[config.mk]
export PLATFORM = sky130hd
export DESIGN_NAME = sar_adc_sequencer
export DESIGN_NICKNAME = d
export VERILOG_FILES = /design/src/design/sar_adc_pkg.sv /design/src/design/sar_adc_sequencer.sv
export SDC_FILE = /design/constraint.sdc
export NUM_CORES = 1
export LEC_CHECK = 0
export ABC_AREA = 1
export BUFFER_PORTS_ARGS = -buffer_cell sky130_fd_sc_hd__buf_4
export CAP_MARGIN = 20
export CELL_PAD_IN_SITES_DETAIL_PLACEMENT = 1
export CELL_PAD_IN_SITES_GLOBAL_PLACEMENT = 2
export CORE_ASPECT_RATIO = 0.75
export CORE_UTILIZATION = 35
export DETAILED_ROUTE_END_ITERATION = 6
export PLACE_DENSITY = 0.89
export SKIP_LAST_GASP = 1
export SLEW_MARGIN = 20
export SYNTH_ARGS = -nofsm -noshare
export SYNTH_HDL_FRONTEND = slang
export SYNTH_SLANG_ARGS = --single-unit
[constraint.sdc]
create_clock -name pclk -period 3.19 [get_ports pclk]
set_input_delay 0.4785 -clock pclk [delete_from_list [all_inputs] [get_ports pclk]]
set_output_delay 0.4785 -clock pclk [all_outputs]
set_load 0.05 [all_outputs]
[src/design/sar_adc_pkg.sv]
package sar_adc_pkg;

    // register indices; the byte address is four times the index
    localparam logic [12:0] IDX_IRQ_MASK    = 13'h0008;
    localparam logic [12:0] IDX_IRQ_PENDING = 13'h0009;
    localparam logic [12:0] IDX_RESULT      = 13'h1FAA;
    localparam logic [12:0] IDX_COMMAND     = 13'h1FAC;
    localparam logic [12:0] IDX_TEST        = 13'h1FAE;
    localparam logic [12:0] IDX_TIMING      = 13'h1FAF;
    localparam logic [12:0] IDX_PIN_STATE   = 13'h1FDA;

    // field positions
    localparam int CMD_CHAN_LSB = 0;
    localparam int CMD_GO_BIT   = 3;
    localparam int CMD_MODE_LSB = 4;
    localparam int TEST_TE_BIT  = 0;
    localparam int TEST_TV_BIT  = 1;
    localparam int TEST_OFF_LSB = 2;
    localparam int TIME_CONV_LSB = 0;
    localparam int TIME_SAM_LSB = 5;
    localparam int RES_CHAN_LSB = 0;
    localparam int RES_BUSY_BIT = 3;
    localparam int RES_LSB_POS  = 6;
    localparam int IRQ_AD_BIT   = 1;

    // reset values
    localparam logic [7:0]  RST_COMMAND = 8'hC0;
    localparam logic [7:0]  RST_TEST    = 8'hC0;
    localparam logic [15:0] RST_RESULT  = 16'h7F80;
    localparam logic [7:0]  RST_TIMING  = 8'h00;
    localparam logic [7:0]  RST_MASK    = 8'h00;
    localparam logic [7:0]  RST_PENDING = 8'h00;

    // timing: one state time per pclk cycle
    localparam int CLK_PERIOD_PS    = 25000;
    localparam int START_LIMIT_PS   = 75000;
    localparam int SAMPLE_DELAY_CYC = START_LIMIT_PS / CLK_PERIOD_PS - 1;
    localparam int SAMPLE_UNIT_CYC  = 8;
    localparam int ZERO_CYC         = 1;

    // approximation register patterns
    localparam logic [9:0] SAR_HALF_SCALE = 10'h1FF;
    localparam logic [9:0] SAR_CLEAR      = 10'h000;

    typedef enum logic [1:0] {
        MODE_10BIT    = 2'b00,
        MODE_8BIT     = 2'b01,
        MODE_THRESH_HI = 2'b10,
        MODE_THRESH_LO = 2'b11
    } conversion_mode_select_t;

    typedef enum logic [2:0] {
        ST_IDLE   = 3'b000,
        ST_ARMED  = 3'b001,
        ST_DELAY  = 3'b010,
        ST_SAMPLE = 3'b011,
        ST_ZERO   = 3'b100,
        ST_TRIAL  = 3'b101,
        ST_THRESH = 3'b110
    } adc_state_t;

endpackage

[src/design/sar_adc_sequencer.sv]
// Function
// [RULE_01] convert selected input to 8 or 10 bits, store result, set pending flag
// [RULE_02] threshold mode watches input and sets pending flag on crossing reference
// [RULE_03] result high byte holds 8 MSBs; low byte holds LSBs, channel, busy
// [RULE_04] software writes threshold into result high byte before threshold detect
// [RULE_05] convert an input channel or a test voltage, with zero-offset adjustment
// [RULE_06] start from command write or from event processor event, per command
// [RULE_07] immediate start within three state times; event start follows the event
// [RULE_08] during sample delay clear approximation register and select the channel
// [RULE_09] after delay connect sample switch for programmed time, then open it
// [RULE_10] after sample window zero comparator, then begin the trials
// [RULE_11] approximation register is 10 bits; 8-bit mode uses coarse ladder only
// [RULE_12] first trial half scale; keep or set bit, clear next bit, repeat
// [RULE_13] exactly 10 or 8 trials, then result readable
// [RULE_14] full scale input produces an all-ones result
// [RULE_15] 8-bit conversion finishes sooner than 10-bit conversion
// [RULE_16] interrupt reaches processor only while mask bit is set
// [RULE_17] pending bit reads one while a converter request is outstanding
// [RULE_18] pin state register is clocked only on software reads
// [RULE_19] software should not read pin state while converting
// [RULE_20] analog inputs come from port zero pins 7..4 with no configuration
// [RULE_21] command register holds channel, trigger choice and mode
// [RULE_22] timing register sets sample window and per-bit conversion time
// [RULE_23] mode codes 00..11 select 10-bit, 8-bit, detect high, detect low
// [RULE_24] command write arms; trigger bit one starts now, zero waits for event
// [RULE_25] any command write cancels threshold detection and runs the new command
// [RULE_26] test enable selects test conversion; test voltage picks reference or ground
// [RULE_27] busy from accepted start until final trial stored, then idle
// [RULE_28] sample window and bit trials timed by counters loaded from timing fields
//
// Added by the designer: the APB register port.
`timescale 1ns/10ps
module sar_adc_sequencer
    import sar_adc_pkg::*;
(
    input  wire logic        pclk,
    input  wire logic        presetn,
    input  wire logic [15:0] paddr,
    input  wire logic        psel,
    input  wire logic        penable,
    input  wire logic        pwrite,
    input  wire logic [31:0] pwdata,
    output logic      [31:0] prdata,
    output logic             pready,
    output logic             pslverr,
    input  wire logic        epa_event,
    input  wire logic        comp_high,
    input  wire logic [7:0]  port_zero_pins,
    output logic      [9:0]  approximation_register,
    output logic      [1:0]  mux_channel,
    output logic             test_enable_bit,
    output logic             test_voltage_select,
    output logic      [1:0]  zero_offset_adjust,
    output logic             sample_switch,
    output logic             comparator_zero,
    output logic             ad_irq
);

    typedef struct packed {
        // sequencing
        adc_state_t  state;
        logic [7:0]  cnt;
        logic [3:0]  bit_idx;
        logic [9:0]  sar;

        // software registers
        logic [7:0]  command;
        logic [7:0]  test;
        logic [7:0]  timing;
        logic [15:0] result;
        logic [7:0]  mask;
        logic [7:0]  pending;
        logic [7:0]  pin_state;

        // threshold watch
        logic        thr_prev;
        logic        thr_valid;

        // bus answer
        logic [31:0] rdata;
        logic        ready;
        logic        err;

        // analog strobes and request
        logic        sample;
        logic        zero;
        logic        irq;
    } regs_t;

    regs_t st;
    regs_t next_st;

    function automatic logic hit(input logic [15:0] a, input logic [12:0] idx);
        return a == {1'b0, idx, 2'b00};
    endfunction

    function automatic logic [7:0] sample_cycles(input logic [7:0] t);
        logic [2:0] sam;
        sam = t[TIME_SAM_LSB +: 3];
        // a zero field counts as one unit, never an empty window
        if (sam == 3'h0) begin
            sam = 3'h1;
        end
        return 8'(sam * SAMPLE_UNIT_CYC);
    endfunction

    function automatic logic [7:0] trial_cycles(input logic [7:0] t);
        // each trial lasts the field plus one cycle
        return {3'h0, t[TIME_CONV_LSB +: 5]} + 8'h01;
    endfunction

    logic                    access;
    logic                    wr_done;
    logic                    mapped;
    // register decode for the read path; all but sel_cmd and sel_pin also serve the write path
    logic                    sel_mask;
    logic                    sel_pend;
    logic                    sel_res;
    logic                    sel_cmd;
    logic                    sel_test;
    logic                    sel_time;
    logic                    sel_pin;
    logic                    busy;
    logic                    ad_event;
    logic                    crossed;
    conversion_mode_select_t mode;

    always_comb begin
        next_st  = st;
        access   = psel && penable;
        wr_done  = access && pwrite && st.ready;
        mode     = conversion_mode_select_t'(st.command[CMD_MODE_LSB +: 2]);
        busy     = (st.state != ST_IDLE) && (st.state != ST_ARMED);
        ad_event = 1'b0;
        crossed  = 1'b0;

        sel_mask = hit(paddr, IDX_IRQ_MASK);
        sel_pend = hit(paddr, IDX_IRQ_PENDING);
        sel_res  = hit(paddr, IDX_RESULT);
        sel_cmd  = hit(paddr, IDX_COMMAND);
        sel_test = hit(paddr, IDX_TEST);
        sel_time = hit(paddr, IDX_TIMING);
        sel_pin  = hit(paddr, IDX_PIN_STATE);
        mapped   = sel_mask || sel_pend ||
                   sel_res ||
                   sel_cmd ||
                   sel_test ||
                   sel_time ||
                   sel_pin;

        // one wait state so that read data leaves a flip-flop
        next_st.ready = 1'b0;
        next_st.err   = 1'b0;
        if (access && !st.ready) begin
            next_st.ready = 1'b1;
            next_st.err   = !mapped;
            next_st.rdata = 32'h0000_0000;
            if (!pwrite) begin
                if (sel_mask) begin
                    next_st.rdata[7:0] = st.mask;
                end

                if (sel_pend) begin
                    next_st.rdata[7:0] = st.pending; // [RULE_17]
                end

                if (sel_res) begin
                    next_st.rdata[15:0] = st.result; // [RULE_03]
                    next_st.rdata[RES_BUSY_BIT] = busy; // [RULE_27]
                end

                if (sel_cmd) begin
                    next_st.rdata[7:0] = st.command;
                end

                if (sel_test) begin
                    next_st.rdata[7:0] = st.test;
                end

                if (sel_time) begin
                    next_st.rdata[7:0] = st.timing;
                end

                if (sel_pin) begin
                    // the pin register loads only here, keeping read noise off idle time
                    next_st.pin_state  = port_zero_pins; // [RULE_18]
                    next_st.rdata[7:0] = port_zero_pins; // [RULE_18]
                end
            end
        end

        // register writes take effect at the completing edge
        // a write to an unmapped word changes nothing
        if (wr_done) begin
            if (sel_mask) begin
                next_st.mask = pwdata[7:0];
            end

            if (sel_pend) begin
                next_st.pending = pwdata[7:0];
            end

            if (sel_res) begin
                next_st.result = pwdata[15:0]; // [RULE_04]
            end

            if (sel_test) begin
                next_st.test = pwdata[7:0]; // [RULE_26]
            end

            if (sel_time) begin
                next_st.timing = pwdata[7:0]; // [RULE_22]
            end
        end

        next_st.sample = 1'b0;
        next_st.zero   = 1'b0;

        case (st.state)
            ST_IDLE: begin
                // parked; only a command write leaves
            end

            ST_ARMED: begin
                // a pulse outside the armed state is ignored
                if (epa_event) begin
                    next_st.state = ST_DELAY; // [RULE_07]
                    next_st.cnt   = 8'(SAMPLE_DELAY_CYC);
                end
            end

            ST_DELAY: begin
                next_st.sar = SAR_CLEAR; // [RULE_08]
                if (st.cnt <= 8'h01) begin
                    next_st.state  = ST_SAMPLE;
                    next_st.cnt    = sample_cycles(st.timing); // [RULE_28]
                    next_st.sample = 1'b1; // [RULE_09]
                end else begin
                    next_st.cnt = st.cnt - 8'h01;
                end
            end

            ST_SAMPLE: begin
                if (st.cnt <= 8'h01) begin
                    // switch opens before any trial so the held charge stays put
                    if (mode == MODE_THRESH_HI || mode == MODE_THRESH_LO) begin
                        next_st.state     = ST_THRESH;
                        next_st.sar       = {st.result[15:8], 2'b00}; // [RULE_02]
                        next_st.sample    = 1'b1;
                        next_st.thr_valid = 1'b0;
                    end else begin
                        next_st.state = ST_ZERO; // [RULE_10]
                        next_st.zero  = 1'b1; // [RULE_10]
                        next_st.cnt   = 8'(ZERO_CYC);
                    end
                end else begin
                    next_st.sample = 1'b1; // [RULE_09]
                    next_st.cnt    = st.cnt - 8'h01; // [RULE_28]
                end
            end

            ST_ZERO: begin
                if (st.cnt <= 8'h01) begin
                    next_st.state   = ST_TRIAL;
                    next_st.sar     = SAR_HALF_SCALE; // [RULE_12]
                    next_st.bit_idx = 4'h9;
                    next_st.cnt     = trial_cycles(st.timing); // [RULE_28]
                end else begin
                    next_st.zero = 1'b1;
                    next_st.cnt  = st.cnt - 8'h01;
                end
            end

            ST_TRIAL: begin
                if (st.cnt <= 8'h01) begin
                    if (comp_high) begin
                        next_st.sar[st.bit_idx] = 1'b1; // [RULE_12]
                    end
                    // 8-bit mode stops after bit 2: two trials fewer
                    if ((mode == MODE_8BIT && st.bit_idx == 4'h2) ||
                        st.bit_idx == 4'h0) begin // [RULE_13] [RULE_15] [RULE_11]
                        next_st.state = ST_IDLE; // [RULE_27]
                        next_st.result[15:8] = next_st.sar[9:2]; // [RULE_01] [RULE_14]
                        next_st.result[RES_LSB_POS +: 2] = next_st.sar[1:0]; // [RULE_03]
                        // bits 5:4 are unused and read zero after a conversion
                        next_st.result[5:4] = 2'b00;
                        next_st.result[RES_BUSY_BIT] = 1'b0;
                        next_st.result[RES_CHAN_LSB +: 3] = st.command[CMD_CHAN_LSB +: 3];
                        ad_event = 1'b1; // [RULE_01]
                    end else begin
                        next_st.sar[st.bit_idx - 4'h1] = 1'b0; // [RULE_12]
                        next_st.bit_idx = st.bit_idx - 4'h1;
                        next_st.cnt     = trial_cycles(st.timing);
                    end
                end else begin
                    next_st.cnt = st.cnt - 8'h01;
                end
            end

            ST_THRESH: begin
                next_st.sample    = 1'b1;
                next_st.thr_prev  = comp_high;
                next_st.thr_valid = 1'b1;
                // the first look only primes thr_prev, so no edge is invented
                case (mode)
                    MODE_THRESH_HI: begin
                        crossed = st.thr_valid && !st.thr_prev && comp_high; // [RULE_02]
                    end
                    MODE_THRESH_LO: begin
                        crossed = st.thr_valid && st.thr_prev && !comp_high; // [RULE_02]
                    end
                    default: begin
                        crossed = 1'b0;
                    end
                endcase
                if (crossed) begin
                    ad_event      = 1'b1;
                    next_st.state = ST_IDLE;
                end
            end

            default: begin
                next_st.state = ST_IDLE;
            end
        endcase

        // a command write overrides the sequencer state, threshold watch included
        if (wr_done && hit(paddr, IDX_COMMAND)) begin
            next_st.command = pwdata[7:0]; // [RULE_21] [RULE_23]
            // strobes drop at once so a cut window never leaks
            next_st.sample  = 1'b0;
            next_st.zero    = 1'b0;
            if (pwdata[CMD_GO_BIT]) begin
                next_st.state = ST_DELAY; // [RULE_24] [RULE_25] [RULE_06] [RULE_07]
                next_st.cnt   = 8'(SAMPLE_DELAY_CYC);
            end else begin
                next_st.state = ST_ARMED; // [RULE_24] [RULE_06]
            end
        end

        // hardware set beats a software clear in the same cycle
        if (ad_event) begin
            next_st.pending[IRQ_AD_BIT] = 1'b1; // [RULE_01] [RULE_17]
        end
        next_st.irq = next_st.pending[IRQ_AD_BIT] && next_st.mask[IRQ_AD_BIT]; // [RULE_16]
    end

    always_ff @(posedge pclk or negedge presetn) begin
        if (!presetn) begin
            st         <= '0;

            // fields loaded with their named reset values, zero or not
            st.state   <= ST_IDLE;
            st.command <= RST_COMMAND;
            st.test    <= RST_TEST;
            st.timing  <= RST_TIMING;
            st.result  <= RST_RESULT;
            st.mask    <= RST_MASK;
            st.pending <= RST_PENDING;
        end else begin
            st <= next_st;
        end
    end

    // outputs are register fields, no logic after the flops
    assign prdata                 = st.rdata;
    assign pready                 = st.ready;
    assign pslverr                = st.err;

    assign approximation_register = st.sar; // [RULE_11]
    assign mux_channel            = st.command[CMD_CHAN_LSB +: 2]; // [RULE_20] [RULE_08]
    assign test_enable_bit        = st.test[TEST_TE_BIT]; // [RULE_05] [RULE_26]
    assign test_voltage_select    = st.test[TEST_TV_BIT]; // [RULE_26]
    assign zero_offset_adjust     = st.test[TEST_OFF_LSB +: 2]; // [RULE_05]

    assign sample_switch          = st.sample;
    assign comparator_zero        = st.zero;
    assign ad_irq                 = st.irq;

endmodule

==> metrics.md <==
| Metric | Value |
|---|---|
| Status | finished clean |
| Worst-path fanout max | 8 |
| Cell family contributing the most delay on the critical path | buffers and inverters |
| Cell row count | 42 |
| CTS-repair resized insts | 0 |
| PortBufs | 83 |
| Hold Path Class | primary input to async pin |
| Slowest CP cell | dfrtp_1 |
| Per-cell routed wire length | 17.82 µm |
| Most used cell, CP | inv_1 |
| F_max | 0.4541 GHz |
| Vias | 5748 |
| Fin. Hold Viols | 0 |
| Sequential share of the synthesized area | between 40% and 50% |
| CTS max path bufs | 2 |
| P_leak | roughly 3.7 nW |
| Avg Cell Area, Syn | between 7 and 8 µm² |
| Pwr dens | 665.2 nW/µm² |
| Vias in the first global route | 5633 |
| Async SR Flop Fraction | 100.0% |
| Dpl hpwl | about 15 mm |
| CTS sink cnt | 103 |
| EDFF count, synth | 0 |
| First-pass GRT wire length | 31.93 mm |
| Final nets | 957 |
| CP peak stage delay | approximately 0.40 ns |
| Synth Register Bits | 103 |
| Switching Fraction | 43.43% |
| Max cap viols | 0 |
| Gp weighted congestion | 0.8095 |
| Distinct cells, synth | 47 |
| Clock transition time at the flip-flop clock pins of the worst setup and hold paths | 0.08 ns |
| Yosys top cell by area | dfrtp_1 |
| Final period util | 69.03% |
| Combinational cell fraction of total power | 40.4% |
| TritonCTS clock tree | yes |
| Crit path kind | register to register |
| Warnings, synthesis | 0 |
| Fin Clk Skew | 0.01226 ns |
| Via density | between 5 and 6 |
| Cell count after synthesis | 832 |
| Worst EP arrival | 2.50 ns |
| Clock root buffer | clkbuf_16 |
| Post-CTS Setup Bufs | 0 |
| IO Pins | around 120 |
| WP buf/inv | 4 |
| Setup violations, final | 0 |
| CP cell instances | inv_1 > ha_1 > inv_1 > o21ai_2 > nand3_2 > inv_1 > buf_4 > a21oi_2 > a21oi_1 |
| Final Max Slew Viols | 0 |
| Detailed Route WL | 20.19 mm |
| Main area contributors after synthesis | dfrtp_1 (36%), nand2_1 (11%), buf_4 (5.8%), inv_1 (5.4%), o21ai_0 (5.2%) |
| Post-detailed-route count of antenna-violating nets | 0 |
| Synthesized cell area | 6397 µm² |
| Max-Slew Margin vs Limit | 39.55% |
| Final TNS setup | 0 ns |
| GRT overflow | 0 |
| Pin slew with the least headroom to its limit | roughly 0.9 ns |
| Worst vdd ir | 0.3098 mV |
| RSZ-0062 raised after global routing | no |
| Layout cells sized above 1 | 20.76% |
| Hold-fix buffers, CTS | 0 |
| Internal power | 2.750 mW |
| Worst-Skew Late Latency | 0.37 ns |
| Startpoint Class | register |
| Yosys top cell area share | 35.60% |
| NetSw | 2.111 mW |
| Chip height | 119.1 µm |
| Largest net degree at the start of global routing | 43 |
| WP data required | 3.48 ns |
| Setup crit end kind | register |
| Area Overhead vs Synth | 14.22% |
| H-tree levels | 3 |
| Initial Util | 36.02% |
| Inserted Clock Buffers | 9 |
| Residual DRC | 0 |
| Antenna cell count | 0 |
| Sequential power share | 35.3% |
| Post-layout min period | 2.202 ns |
| Global Route Usage Sum | 22.27% |
| Clock power frac | 24.3% |
| Final core occ | about two fifths |
| Fill cells | 2250 |
| Die Wd | 158.1 µm |
| Ys flop type | dfrtp_1 |
| Core Region | 17760 µm² |
| Initial DRC count | 342 |
| Die footprint | between 15000 and 20000 µm² |
| First drt pass iteration count | 5 |
| Antenna violations before repair | 0 |
[Yosys cell counts, drive strengths merged, types with 3 or more instances]
master,number
buf,64
nand3b,4
dfstp,12
nor2,79
xnor2,3
a21oi,36
o22ai,7
nand2,201
inv,104
ha,8
o21bai,4
dfrtp,91
nand3,43
xor2,5
a31oi,7
clkbuf,4
o211ai,9
nor3,4
a32o,8
nand4,30
o21ai,100
[per-stage QoR]
step                hold slack, ns  total power [mW]  cell area (µm²)  cells  setup WS (ns)
floorplan                   0.1829             3.212             6454    847          1.438
global placement            0.4578             3.639             7002   1117         0.7674
detailed placement          0.4714             3.696             7002   1117         0.7552
CTS                         0.1222             4.900             7307   1133          1.006
global route                0.1440             5.171             7307   1133         0.7919
finish                     0.09888             4.861             7307   1133         0.9881
[power groups by stage]
| stage | sequential (mW) | combinational, mW | clock, mW |
|---|---|---|---|
| after detailed placement | 1.74 | 1.95 | 0 |
| after global routing | 1.75 | 2.18 | 1.25 |
| after CTS | 1.72 | 1.97 | 1.21 |
| after floorplan | 1.71 | 1.50 | 0 |
| after global placement | 1.73 | 1.91 | 0 |
| final | 1.72 | 1.96 | 1.18 |
[kinds of logic after synthesis]
kind of cell    after synthesis  synth area share [%]
mux                           1                0.1565
buf+inv                     173                 13.61
other cells                   1               0.05862
fa+ha+maj                     8                 1.565
simple gates                365                 27.42
compound gates              173                 15.57
flops                       103                 40.52
xor+xnor                      8                 1.095
[final cells by class]
cell class,count,area [µm²],share of cell area (%)
Multi-Input combinational cell,571,2990,40.92
Sequential cell,103,2592,35.48
Timing Repair Buffer,96,720.7,9.863
Inverter,105,395.4,5.411
Tap cell,242,302.8,4.144
Clock buffer,9,225.2,3.082
Clock inverter,7,80.08,1.096
[worst reg2reg max path, cell delays in order, from the launching register on]
cell and delay (ns):
dfrtp_1 0.40, inv_1 0.17, ha_1 0.24, inv_1 0.08
o21ai_2 0.26, nand3_2 0.28, inv_1 0.29, buf_4 0.23
a21oi_2 0.04, a21oi_1 0.13
[per-layer routing]
layer | part of all wire, % | vias to the layer above | GRT usage [%]
li1 | - | 2784 | -
met1 | 51 | 2822 | 34.09
met2 | 43 | 129 | 32.29
met3 | 5.0 | 13 | 3.967
met4 | 0.88 | 0 | 4.627
met5 | 0 | - | 0
[state kept, by name (all words and copies together) (netlist names)]
signal / cells
ad_irq: 1
approximation_register: 10
test_voltage_select: 1
test_enable_bit: 1
pslverr: 1
prdata: 16
pready: 1
mode: 2
mux_channel: 2
zero_offset_adjust: 2
st: 64
sample_switch: 1
comparator_zero: 1
[placed cells by master (no fill, tap or decap), drive strengths merged, types with 2 or more instances in the layout]
cell type | synthesis | layout
o21bai | 4 | 4
dfstp | 12 | 12
xnor2 | 3 | 3
or2 | 2 | 2
clkbuf | 4 | 9
nor2 | 79 | 79
xor2 | 5 | 5
clkinv | 1 | 3
dfrtp | 91 | 91
buf | 64 | 96
a32o | 8 | 8
nand3 | 43 | 43
o21ai | 100 | 100
nand3b | 4 | 4
a21oi | 36 | 36
ha | 8 | 8
o22ai | 7 | 7
inv | 104 | 107
nor3 | 4 | 4
o211ai | 9 | 9
a31oi | 7 | 7
nand4 | 30 | 30
nand2 | 201 | 201
conb | 1 | 16
[final timing paths]
path	start	endpoint	slack [ns]	cells after the start
max in group asynchronous	presetn	st[77]	2.20	2
hold reg to reg	st[94]	st[94]	0.48	2
setup / recovery	st[113]	st[76]	0.99	9
setup reg to reg	st[113]	st[76]	0.99	9
hold / removal	presetn	prdata[10]	0.1	1
min in group pclk	pwdata[13]	st[76]	0.34	3
No activity file was read; power rests on OpenSTA's default activity.
